### src/pkg/cpc_map.vh
`ifndef CPC_MAP_VH
`define CPC_MAP_VH
// physical encoder resolution, fixed
`define CPC_RES        16'h1000
`define CPC_RES_BITS   12
`define CPC_HALF_M1    27'h00007FF
// virtual resolution limits and reset
`define CPC_VRES_MIN   15'h0002
`define CPC_VRES_MAX   15'h7EF4
`define CPC_VRES_RST   15'h1000
// compensation mode codes
`define CPC_MODE_BLK   3'h1
`define CPC_MODE_BIT   3'h2
`define CPC_MODE_BLKS  3'h3
`define CPC_MODE_BITS  3'h4
`define CPC_MODE_RST   3'h2
// group size for blockwise compensation
`define CPC_GROUP      8
// error numbers
`define CPC_ERR_NONE   4'h0
`define CPC_ERR_RAM    4'h1
`define CPC_ERR_PROG   4'h2
`define CPC_ERR_NVMSUM 4'h3
`define CPC_ERR_NVMPL  4'h4
`define CPC_ERR_CAMPL  4'h5
`define CPC_ERR_TIME   4'h6
// register byte offsets
`define CPC_OFF_CTRL   6'h00
`define CPC_OFF_VRES   6'h04
`define CPC_OFF_ZERO   6'h08
`define CPC_OFF_STAT   6'h0C
`define CPC_OFF_POS    6'h10
`define CPC_OFF_SPEED  6'h14
`define CPC_OFF_ISTAT  6'h18
`define CPC_OFF_IMASK  6'h1C
`define CPC_OFF_IIDX   6'h20
`define CPC_OFF_IDATA  6'h24
`define CPC_OFF_VER    6'h28
// ctrl fields
`define CPC_CTRL_REV   0
`define CPC_CTRL_MODE  3:1
`define CPC_CTRL_R232  4
// interrupt bits
`define CPC_IRQ_READY  0
`define CPC_IRQ_ERR    1
`define CPC_IRQ_MSG    2
// timing
`define CPC_CLK_MHZ    200
`define CPC_TICK_US    100
`define CPC_START_S    10
`define CPC_CAM_MAX    16'h03E8
`endif

### src/rtl/cpc_top.v
`timescale 1ns/1ps
`default_nettype none
`include "cpc_map.vh"
module cpc_top #(
	parameter TICK_CYC  = `CPC_TICK_US * `CPC_CLK_MHZ, // cycles per processing cycle
	parameter START_CYC = `CPC_START_S * 200000000,    // start-up limit in cycles
	parameter BUILD_CYC = 16,                          // build cycles per cam
	parameter PROG_WORDS = 16'h0400,                   // program memory words
	parameter NVM_WORDS  = 16'h0100,                   // parameter store words
	parameter VERSION   = 8'h01,                       // arbitrary version value
	parameter CHANNELS  = 16                           // outputs
) (
	input  wire        mclk_i,          // 200 MHz clock
	input  wire        arst_n_i,        // async reset, low
	input  wire [5:0]  avs_address,     // byte address
	input  wire        avs_read,        // read request
	input  wire        avs_write,       // write request
	input  wire [31:0] avs_writedata,   // write data
	output reg  [31:0] avs_readdata,    // read data
	output wire        avs_waitrequest, // stall
	input  wire [11:0] enc_gray_i,      // encoder position, gray
	input  wire [3:0]  plug_station_i,  // configuration plug
	input  wire [3:0]  cam_count_i,     // unused high bits guard
	input  wire [15:0] cam_total_i,     // programmed cam count
	output reg  [15:0] mem_addr_o,      // check memory address
	output reg         mem_sel_o,       // 0 program, 1 parameter store
	output reg         mem_rd_o,        // check memory read
	input  wire [15:0] mem_data_i,      // data, one cycle later
	output reg  [14:0] pos_o,           // scaled position
	input  wire [4:0]  adv_idx_i,       // channel*2+off edge
	output reg  [14:0] adv_pos_o,       // advanced scaled position
	output reg         build_o,         // cam table build running
	output reg         ready_o,         // unit ready
	output reg  [7:0]  prog_sel_o,      // program resumed
	output reg         resume_o,        // resume pulse
	output reg  [3:0]  station_o,       // bus station number
	output reg         msg_valid_o,     // status message valid
	input  wire        msg_ready_i,     // serial link takes it
	output reg  [15:0] msg_data_o,      // version and error
	output reg  [3:0]  err_num_o,       // error number
	output reg         relay_o,         // run-control relay on
	output reg         err_led_o,       // run-error indicator
	output wire        irq_o            // level interrupt
);
	localparam S_RAMW  = 3'h0; // write memory patterns
	localparam S_RAMR  = 3'h1; // read back and compare
	localparam S_PROG  = 3'h2; // program checksum
	localparam S_NVM   = 3'h3; // parameter store checksum
	localparam S_PLAUS = 3'h4; // plausibility checks
	localparam S_BUILD = 3'h5; // cam table generation
	localparam S_READY = 3'h6; // running
	localparam S_FAIL  = 3'h7; // halted with error

	// pin synchronisers, two flops each
	reg [11:0] enc_s1_r;   // first stage
	reg [11:0] enc_s2_r;   // second stage
	reg [3:0]  plug_s1_r;  // first stage
	reg [3:0]  plug_s2_r;  // second stage
	always @(posedge mclk_i or negedge arst_n_i) begin
		if (!arst_n_i) begin
			enc_s1_r  <= 12'h000;
			enc_s2_r  <= 12'h000;
			plug_s1_r <= 4'h0;
			plug_s2_r <= 4'h0;
		end else begin
			enc_s1_r  <= enc_gray_i;
			enc_s2_r  <= enc_s1_r;
			plug_s1_r <= plug_station_i;
			plug_s2_r <= plug_s1_r;
		end
	end

	// gray to binary; gray keeps the multi-bit crossing to one changing bit
	wire [11:0] enc_bin;   // decoded position
	genvar gi;
	generate
		for (gi = 0; gi < `CPC_RES_BITS; gi = gi + 1) begin : g_gray
			assign enc_bin[gi] = ^enc_s2_r[11:gi];
		end
	endgenerate

	// software registers
	reg        rev_r;      // reversal
	reg [2:0]  mode_r;     // compensation mode
	reg        r232_r;     // point-to-point link selected
	reg [14:0] vres_r;     // virtual resolution
	reg [11:0] zero_r;     // zero offset
	reg [2:0]  istat_r;    // sticky events
	reg [2:0]  imask_r;    // interrupt mask
	reg [4:0]  iidx_r;     // idle table pointer
	reg [13:0] idle_mem [0:31]; // idle times, 0.1 ms units
	reg [14:0] adv_mem  [0:31]; // working memory: advanced positions

	// direction, then zero offset, both modulo 4096
	wire [11:0] pos_dir  = rev_r ? (12'h000 - enc_bin) : enc_bin;
	wire [11:0] pos_phys = pos_dir - zero_r;

	// scale with rounding: remainder must exceed one half to round up
	function [14:0] scale;
		input [11:0] p;
		input [14:0] v;
		reg   [26:0] prod;
		reg   [26:0] q;
		begin
			prod  = {15'h0000, p} * {12'h000, v};
			q     = (prod + `CPC_HALF_M1) >> `CPC_RES_BITS;
			scale = (q[14:0] >= v) ? 15'h0000 : q[14:0];
		end
	endfunction

	// processing-cycle divider: one-cycle enable
	reg [31:0] tick_cnt_r; // divider count
	wire       tick = (tick_cnt_r == TICK_CYC - 1);
	always @(posedge mclk_i or negedge arst_n_i) begin
		if (!arst_n_i)
			tick_cnt_r <= 32'h00000000;
		else if (tick)
			tick_cnt_r <= 32'h00000000;
		else
			tick_cnt_r <= tick_cnt_r + 32'h00000001;
	end

	// speed: increments per processing cycle, wrap-safe signed delta
	reg [11:0]        prev_r;  // position at last tick
	reg signed [11:0] speed_r; // measured speed
	always @(posedge mclk_i or negedge arst_n_i) begin
		if (!arst_n_i) begin
			prev_r  <= 12'h000;
			speed_r <= 12'sh000;
		end else if (tick) begin
			prev_r  <= pos_phys;
			speed_r <= pos_phys - prev_r;
		end
	end

	// idle entry per channel/edge from mode
	reg  [14:0] vres_nvm_r; // stored resolution
	reg  [3:0]  mode_nvm_r; // stored mode
	reg  [4:0] seq_r;     // compensation sequencer index
	reg        seq_run_r; // sequencer busy
	reg  [4:0] idle_sel;  // chosen idle entry
	reg        sep;       // separate on/off times
	always @* begin
		sep = (mode_r == `CPC_MODE_BLKS) || (mode_r == `CPC_MODE_BITS);
		case (mode_r)
			`CPC_MODE_BLK, `CPC_MODE_BLKS:
				idle_sel = {seq_r[4] , 3'h0, seq_r[0] & sep};
			`CPC_MODE_BIT, `CPC_MODE_BITS:
				idle_sel = {seq_r[4:1], seq_r[0] & sep};
			default: // unknown code treated as bitwise
				idle_sel = {seq_r[4:1], 1'b0};
		endcase
	end
	// shift forward by speed*idle so the cam fires earlier
	wire signed [26:0] adv = speed_r * $signed({1'b0, idle_mem[idle_sel]});
	wire [11:0] adv_phys = pos_phys + adv[11:0];

	// startup sequencer
	reg [2:0]  state_r;   // startup state
	reg [15:0] cnt_r;     // word counter
	reg        pend_r;    // read data due
	reg [15:0] pidx_r;    // index of pending word
	reg [15:0] sum_r;     // running checksum
	reg        pass_r;    // ram pattern pass
	reg [31:0] start_r;   // start-up elapsed cycles
	reg [31:0] build_r;   // build cycles left
	reg [3:0]  err_r;     // error number
	reg        msg_pend_r;// message owed
	wire [14:0] pat = {cnt_r[4:0], ~cnt_r[4:0], cnt_r[4:0]} ^ {15{pass_r}};
	wire [15:0] nwords = mem_sel_o ? NVM_WORDS : PROG_WORDS;
	always @(posedge mclk_i or negedge arst_n_i) begin
		if (!arst_n_i) begin
			state_r    <= S_RAMW;
			cnt_r      <= 16'h0000;
			pend_r     <= 1'b0;
			pidx_r     <= 16'h0000;
			sum_r      <= 16'h0000;
			pass_r     <= 1'b0;
			start_r    <= 32'h00000000;
			build_r    <= 32'h00000000;
			err_r      <= `CPC_ERR_NONE;
			mem_addr_o <= 16'h0000;
			mem_sel_o  <= 1'b0;
			mem_rd_o   <= 1'b0;
			build_o    <= 1'b0;
			ready_o    <= 1'b0;
			resume_o   <= 1'b0;
			prog_sel_o <= 8'h00;
			seq_r      <= 5'h00;
			seq_run_r  <= 1'b0;
			pos_o      <= 15'h0000;
		end else begin
			resume_o <= 1'b0;
			mem_rd_o <= 1'b0;
			pend_r   <= mem_rd_o;
			pidx_r   <= mem_addr_o;
			if (state_r != S_READY && state_r != S_FAIL) begin
				start_r <= start_r + 32'h00000001;
				if (start_r == START_CYC - 1) begin
					err_r   <= `CPC_ERR_TIME;
					build_o <= 1'b0;
					state_r <= S_FAIL;
				end
			end
			case (state_r)
				S_RAMW: begin
					adv_mem[cnt_r[4:0]] <= pat;
					cnt_r <= cnt_r + 16'h0001;
					if (cnt_r[4:0] == 5'h1F) begin
						cnt_r   <= 16'h0000;
						state_r <= S_RAMR;
					end
				end
				S_RAMR: begin
					cnt_r <= cnt_r + 16'h0001;
					if (adv_mem[cnt_r[4:0]] != pat) begin
						err_r   <= `CPC_ERR_RAM;
						state_r <= S_FAIL;
					end else if (cnt_r[4:0] == 5'h1F) begin
						cnt_r   <= 16'h0000;
						pass_r  <= ~pass_r;
						state_r <= pass_r ? S_PROG : S_RAMW;
					end
				end
				S_PROG, S_NVM: begin
					if (cnt_r < nwords) begin
						mem_rd_o   <= 1'b1;
						mem_addr_o <= cnt_r;
						cnt_r      <= cnt_r + 16'h0001;
					end
					if (pend_r) begin
						sum_r <= sum_r + mem_data_i;
						if (mem_sel_o && pidx_r == 16'h0000)
							vres_nvm_r <= mem_data_i[14:0];
						if (mem_sel_o && pidx_r == 16'h0001)
							mode_nvm_r <= mem_data_i[3:0];
						if (mem_sel_o && pidx_r == 16'h0002)
							prog_sel_o <= mem_data_i[7:0];
					end
					if (cnt_r == nwords && !mem_rd_o && !pend_r) begin
						cnt_r <= 16'h0000;
						sum_r <= 16'h0000;
						if (sum_r != 16'h0000) begin
							err_r   <= mem_sel_o ? `CPC_ERR_NVMSUM : `CPC_ERR_PROG;
							state_r <= S_FAIL;
						end else if (!mem_sel_o) begin
							mem_sel_o <= 1'b1;
							state_r   <= S_NVM;
						end else
							state_r <= S_PLAUS;
					end
				end
				S_PLAUS: begin
					if (vres_nvm_r < `CPC_VRES_MIN || vres_nvm_r > `CPC_VRES_MAX ||
					    mode_nvm_r[2:0] < `CPC_MODE_BLK ||
					    mode_nvm_r[2:0] > `CPC_MODE_BITS) begin
						err_r   <= `CPC_ERR_NVMPL;
						state_r <= S_FAIL;
					end else if (cam_total_i > `CPC_CAM_MAX) begin
						err_r   <= `CPC_ERR_CAMPL;
						state_r <= S_FAIL;
					end else begin
						// build time grows with the number of cams
						build_r <= cam_total_i * BUILD_CYC;
						build_o <= 1'b1;
						state_r <= S_BUILD;
					end
				end
				S_BUILD: begin
					if (build_r == 32'h00000000) begin
						build_o  <= 1'b0;
						ready_o  <= 1'b1;
						resume_o <= 1'b1;
						state_r  <= S_READY;
					end else
						build_r <= build_r - 32'h00000001;
				end
				S_READY: begin
					pos_o <= scale(pos_phys, vres_r);
					if (tick)
						seq_run_r <= 1'b1;
					if (seq_run_r) begin
						adv_mem[seq_r] <= scale(adv_phys, vres_r);
						seq_r <= seq_r + 5'h01;
						if (seq_r == 5'h1F)
							seq_run_r <= 1'b0;
					end
				end
				S_FAIL: begin
					ready_o <= 1'b0;
					build_o <= 1'b0;
				end
				default: state_r <= S_FAIL;
			endcase
		end
	end

	// advanced position read port, registered
	always @(posedge mclk_i or negedge arst_n_i) begin
		if (!arst_n_i)
			adv_pos_o <= 15'h0000;
		else
			adv_pos_o <= adv_mem[adv_idx_i];
	end

	// error reporting and run outputs
	wire st_done = (state_r == S_READY) || (state_r == S_FAIL);
	reg  done_q_r; // previous done
	always @(posedge mclk_i or negedge arst_n_i) begin
		if (!arst_n_i) begin
			err_num_o  <= `CPC_ERR_NONE;
			relay_o    <= 1'b0;
			err_led_o  <= 1'b0;
			station_o  <= 4'h0;
			done_q_r   <= 1'b0;
			msg_valid_o <= 1'b0;
			msg_data_o <= 16'h0000;
		end else begin
			err_num_o <= err_r;
			relay_o   <= ready_o && (err_r == `CPC_ERR_NONE);
			err_led_o <= (err_r != `CPC_ERR_NONE);
			// plug only; menu cannot write it, link select blanks it
			station_o <= r232_r ? 4'h0 : plug_s2_r;
			done_q_r  <= st_done;
			if (st_done && !done_q_r) begin
				msg_valid_o <= 1'b1;
				msg_data_o  <= {VERSION, 4'h0, err_r};
			end else if (msg_ready_i)
				msg_valid_o <= 1'b0;
		end
	end

	// avalon slave: one wait state per access
	reg  ack_r; // answer cycle
	wire req = avs_read | avs_write;
	assign avs_waitrequest = req & ~ack_r;
	wire wr = avs_write & ack_r;
	wire [2:0] ev = {msg_valid_o & msg_ready_i,
	                 st_done & ~done_q_r & (err_r != `CPC_ERR_NONE),
	                 st_done & ~done_q_r & (err_r == `CPC_ERR_NONE)};
	always @(posedge mclk_i or negedge arst_n_i) begin
		if (!arst_n_i) begin
			ack_r        <= 1'b0;
			avs_readdata <= 32'h00000000;
			rev_r        <= 1'b0;
			mode_r       <= `CPC_MODE_RST;
			r232_r       <= 1'b0;
			vres_r       <= `CPC_VRES_RST;
			zero_r       <= 12'h000;
			istat_r      <= 3'h0;
			imask_r      <= 3'h0;
			iidx_r       <= 5'h00;
		end else begin
			ack_r <= req & ~ack_r;
			// events win over a clearing write in the same cycle
			istat_r <= (istat_r & ~((wr && avs_address == `CPC_OFF_ISTAT) ?
			            avs_writedata[2:0] : 3'h0)) | ev;
			if (state_r == S_PLAUS) begin
				vres_r <= vres_nvm_r;
				mode_r <= mode_nvm_r[2:0];
				rev_r  <= mode_nvm_r[3];
			end
			if (req & ~ack_r) begin
				case (avs_address)
					`CPC_OFF_CTRL:  avs_readdata <= {27'h0, r232_r, mode_r, rev_r};
					`CPC_OFF_VRES:  avs_readdata <= {17'h0, vres_r};
					`CPC_OFF_ZERO:  avs_readdata <= {20'h0, zero_r};
					`CPC_OFF_STAT:  avs_readdata <= {12'h0, station_o, 4'h0,
					                 err_r, 6'h0, ready_o, build_o};
					`CPC_OFF_POS:   avs_readdata <= {17'h0, pos_o};
					`CPC_OFF_SPEED: avs_readdata <= {{20{speed_r[11]}}, speed_r};
					`CPC_OFF_ISTAT: avs_readdata <= {29'h0, istat_r};
					`CPC_OFF_IMASK: avs_readdata <= {29'h0, imask_r};
					`CPC_OFF_IIDX:  avs_readdata <= {27'h0, iidx_r};
					`CPC_OFF_IDATA: avs_readdata <= {18'h0, idle_mem[iidx_r]};
					`CPC_OFF_VER:   avs_readdata <= {24'h0, VERSION};
					default:        avs_readdata <= 32'h00000000;
				endcase
			end
			if (wr) begin
				case (avs_address)
					`CPC_OFF_CTRL: begin
						rev_r  <= avs_writedata[`CPC_CTRL_REV];
						mode_r <= avs_writedata[`CPC_CTRL_MODE];
						r232_r <= avs_writedata[`CPC_CTRL_R232];
					end
					`CPC_OFF_VRES: // out-of-range values are refused
						if (avs_writedata[14:0] >= `CPC_VRES_MIN &&
						    avs_writedata[14:0] <= `CPC_VRES_MAX &&
						    avs_writedata[31:15] == 17'h0)
							vres_r <= avs_writedata[14:0];
					`CPC_OFF_ZERO:  zero_r  <= avs_writedata[11:0];
					`CPC_OFF_IMASK: imask_r <= avs_writedata[2:0];
					`CPC_OFF_IIDX:  iidx_r  <= avs_writedata[4:0];
					default: ;
				endcase
			end
		end
	end

	// idle time table write port
	always @(posedge mclk_i) begin
		if (wr && avs_address == `CPC_OFF_IDATA)
			idle_mem[iidx_r] <= avs_writedata[13:0];
	end

	assign irq_o = |(istat_r & imask_r);
endmodule
`default_nettype wire

### config.mk
export PLATFORM = sky130hd
export DESIGN_NAME = cpc_top
export DESIGN_NICKNAME = d
export VERILOG_FILES = /design/src/rtl/cpc_top.v
export VERILOG_INCLUDE_DIRS = /design/src /design/src/pkg
export SDC_FILE = /design/constraint.sdc
export NUM_CORES = 2
export LEC_CHECK = 0
export BUFFER_PORTS_ARGS = -buffer_cell sky130_fd_sc_hd__buf_2
export CORE_MARGIN = 5
export CORE_UTILIZATION = 60
export DETAILED_ROUTE_END_ITERATION = 6
export GPL_ROUTABILITY_DRIVEN = 0
export PLACE_DENSITY = 0.77
export SYNTH_ARGS = -nofsm -noshare
export SYNTH_HDL_FRONTEND = slang
export SYNTH_SLANG_ARGS = --single-unit
### constraint.sdc
create_clock -name mclk_i -period 38.8 [get_ports mclk_i]
set_input_delay 1.94 -clock mclk_i [delete_from_list [all_inputs] [get_ports mclk_i]]
set_output_delay 1.94 -clock mclk_i [all_outputs]
set_load 0.01 [all_outputs]
==> results.yml <==
run_status:
  status: "complete, but fails checks"
  failed_checks: "DRC"
cts:
  cts.root.buffer_cell: "sky130_fd_sc_hd__clkbuf_16"
  clock_net_sink_count: 1302
  post_cts_resized: 0
  clock_insertion_delay_worst_skew_ns: 0.77
  cts_buffers: 135
  clock_tree.htree_level_count: 4
  clkSlewWorstSetupHoldPaths_ns: 0.06
  tritoncts: "built"
  cts.hold.buffers_added: 0
  cts_buffer_depth: 3
  post_cts.repair.setup_buffers: 0
cells_and_area:
  layout_commonest_cell: "sky130_fd_sc_hd__edfxtp_1"
  area.growth.synth_to_final_pct: 10.0
  seqCellArea_sq_mm: 0.0373
  multi_input_comb_area_sq_mm: 0.0352
  fillerInstances: 8663
  design.final.nets: 6745
  drive_above_1_share: 0.186
  utilization: 0.664
  commonest_cells_after_routing_fill_and_taps_aside: "sky130_fd_sc_hd__edfxtp_1, sky130_fd_sc_hd__nand2_1, sky130_fd_sc_hd__inv_1"
  post_layout_nonfiller_instances: 7833
critical_path:
  critPathKind: "register to register"
  longest_individual_stage_delay_on_the_worst_path_ns: 0.86
  end_kind: "register"
  worst_path_slowest_cell: "sky130_fd_sc_hd__nand2_1"
  cp.required_ns: 39.20
  worst_setup_path_start_kind: "register"
  data_arrival_time_of_the_critical_path_ns: 20.32
  critical-path-top-cell-by-count: "sky130_fd_sc_hd__o21ai_0"
  critPathMaxFanout: 32
yosys:
  seq_area_frac_synth: 0.493
  yosysWarnings: 0
  synth-seq-cells: 1302
  synth_cells: 5880
  synth_flop_cell: "sky130_fd_sc_hd__edfxtp_1"
  synth-edff-count: 947
  yosysUniqueCellTypes: 102
  netlist_area_sq_mm: 0.0758
  avgSynthCellArea_sq_um: 12.9
  async_flop_share: 0.273
die:
  die_area_sq_mm: 0.134
  fp.dieH_microns: 365
  start_util: 0.603
  row_count: 130
  io-pin-count: 220
  dieWidth_microns: 365
  floorplan.core_area_sq_mm: 0.126
sta:
  final_max_slew_viol_count: 0
  min_period_ns: 19.93
  layout_worst_path_cycle_share: 0.514
  clock_skew_ns: 0.0292
  timing_worst_slew_pin_value_ns: 1.40
  timing_hold_violations_final: 0
  fin_setup_tns_ns: 0
  maxSlewHeadroom: 0.0557
  setup_repair_after_global_routing_missed_its_margin: "no"
  setup_viol: 0
  max_clock_freq_mhz: 50.2
detailed_routing:
  routedWlPerCell_microns: 28.9
  drt_iter0_markers: 7427
  route.detailed.vias_per_inst: 6.81
  drc_viols: 13
  wl_microns: 226000
  vias: 53400
  dr.pass1.iters: 7
  postRouteAntennaNets: 0
placed_design:
  place_hpwl_microns: 151000
  post-place-cells: 7578
  port_buffers: 204
global_routing:
  grt_max_degree: 98
  number_of_antenna_violations_at_the_first_check_in_global_routing: 18
  global_route.overflow_total: 0
  groute.usage.overall: 0.342
  first_global_vias: 54300
  grt_pass1_wl_microns: 338000
hold_path:
  hp-class: "register to register"
flow_run:
  drv_cap: 0
stage by stage:
step                      setup WS (ns)  hold slack [ns]  area, sq um
after global routing              17.92            0.365        83300
after CTS                         19.22            0.349        83300
after floorplan                   21.62            0.331        75800
after global placement            19.76            0.335        78900
final                             18.87            0.348        83400
after detailed placement          19.45            0.336        78900
registers in the layout, summed over array words and instances (netlist names), 16 cells and up:
register,flops
adv_mem,480
idle_mem,448
build_r,32
start_r,32
tick_cnt_r,32
avs_readdata,20
cnt_r,16
mem_addr_o,16
pidx_r,16
sum_r,16
synthesized netlist by cell type (26+ instances only):
library cell | number | share of area
sky130_fd_sc_hd__nor3_1 | 55 | 0.0036
sky130_fd_sc_hd__nand2b_1 | 63 | 0.0052
sky130_fd_sc_hd__fa_1 | 327 | 0.086
sky130_fd_sc_hd__clkbuf_1 | 195 | 0.0097
sky130_fd_sc_hd__buf_2 | 48 | 0.0032
sky130_fd_sc_hd__xor2_1 | 68 | 0.0079
sky130_fd_sc_hd__nand2_1 | 659 | 0.033
sky130_fd_sc_hd__and3_1 | 50 | 0.0041
sky130_fd_sc_hd__a21oi_1 | 200 | 0.013
sky130_fd_sc_hd__buf_4 | 42 | 0.0042
sky130_fd_sc_hd__inv_1 | 495 | 0.025
sky130_fd_sc_hd__dfrtp_1 | 353 | 0.12
sky130_fd_sc_hd__o22ai_1 | 28 | 0.0023
sky130_fd_sc_hd__a21o_1 | 33 | 0.0033
sky130_fd_sc_hd__a22oi_1 | 70 | 0.0069
sky130_fd_sc_hd__xnor2_1 | 127 | 0.015
sky130_fd_sc_hd__nor2_1 | 328 | 0.016
sky130_fd_sc_hd__mux2_2 | 47 | 0.0070
sky130_fd_sc_hd__o21ai_0 | 225 | 0.015
sky130_fd_sc_hd__mux4_2 | 423 | 0.13
sky130_fd_sc_hd__mux2i_1 | 35 | 0.0046
sky130_fd_sc_hd__a31oi_1 | 49 | 0.0040
sky130_fd_sc_hd__nand3_1 | 110 | 0.0073
sky130_fd_sc_hd__nor2b_1 | 50 | 0.0041
sky130_fd_sc_hd__buf_1 | 43 | 0.0021
sky130_fd_sc_hd__edfxtp_1 | 947 | 0.38
sky130_fd_sc_hd__and2_1 | 99 | 0.0082
sky130_fd_sc_hd__nand4_1 | 47 | 0.0039
sky130_fd_sc_hd__ha_1 | 253 | 0.042
sky130_fd_sc_hd__a211oi_1 | 26 | 0.0026
sky130_fd_sc_hd__a221oi_1 | 28 | 0.0032
sky130_fd_sc_hd__nor4_1 | 37 | 0.0031
cell type report:
cell class | instances | area share
inverters | 497 | 0.0224
clock inverters | 63 | 0.00723
diodes | 6 | 0.000180
repair buffers | 380 | 0.0285
multi-input cells | 3749 | 0.422
flip-flops and latches | 1302 | 0.448
clock buffers | 186 | 0.0467
well taps | 1650 | 0.0248
routing by layer:
| metal | part of all wire | routed length, microns | up-vias | track usage |
|---|---|---|---|---|
| li1 | - | - | 21800 | - |
| met1 | 0.34 | 76900 | 26500 | 0.442 |
| met2 | 0.45 | 103000 | 4068 | 0.526 |
| met3 | 0.14 | 30600 | 975 | 0.0957 |
| met4 | 0.071 | 16100 | 10 | 0.201 |
| met5 | 0.00032 | 72 | - | 0 |
cell families (layout without fill, tap and decap cells):
| logic type | Yosys count | after routing | share of synthesized area |
|---|---|---|---|
| buffers and inverters | 839 | 1126 | 0.0458 |
| adders and majority gates | 580 | 580 | 0.128 |
| muxes | 505 | 505 | 0.137 |
| xor gates and xnor gates | 202 | 202 | 0.0244 |
| other | 1 | 17 | 0.0000495 |
| DFF | 1302 | 1302 | 0.493 |
| AOI/OAI and AO/OA | 838 | 838 | 0.0707 |
| and+or+nand+nor | 1613 | 1613 | 0.101 |
worst max-delay path: cells and delay by family, from the launching register on:
family / cells / cell delay [ns]
xor gates and xnor gates: 17 / 5.03
buffers and inverters: 5 / 0.80
and+or+nand+nor: 10 / 2.74
DFF: 1 / 0.42
AOI/OAI and AO/OA: 18 / 4.16
adders and majority gates: 15 / 6.32
worst paths after layout:
| kind | from | endpoint | slack [ns] | depth (start not counted) |
|---|---|---|---|---|
| worst max-delay path | enc_s2_r[11] | adv_mem[17][3] | 18.87 | 65 |
| worst min-delay path | enc_s1_r[1] | enc_s2_r[1] | 0.35 | 0 |
| worst max register to register | enc_s2_r[11] | adv_mem[17][3] | 18.87 | 65 |
| worst min register to register | enc_s1_r[1] | enc_s2_r[1] | 0.35 | 0 |
| max in group asynchronous | arst_n_i | build_r[16] | 35.68 | 3 |
| min in group asynchronous | arst_n_i | avs_readdata[19] | 1.03 | 1 |
Power is left out: the tool's default activity adds up to more than one toggle a clock period on the data nets, which glitch-free logic cannot reach.
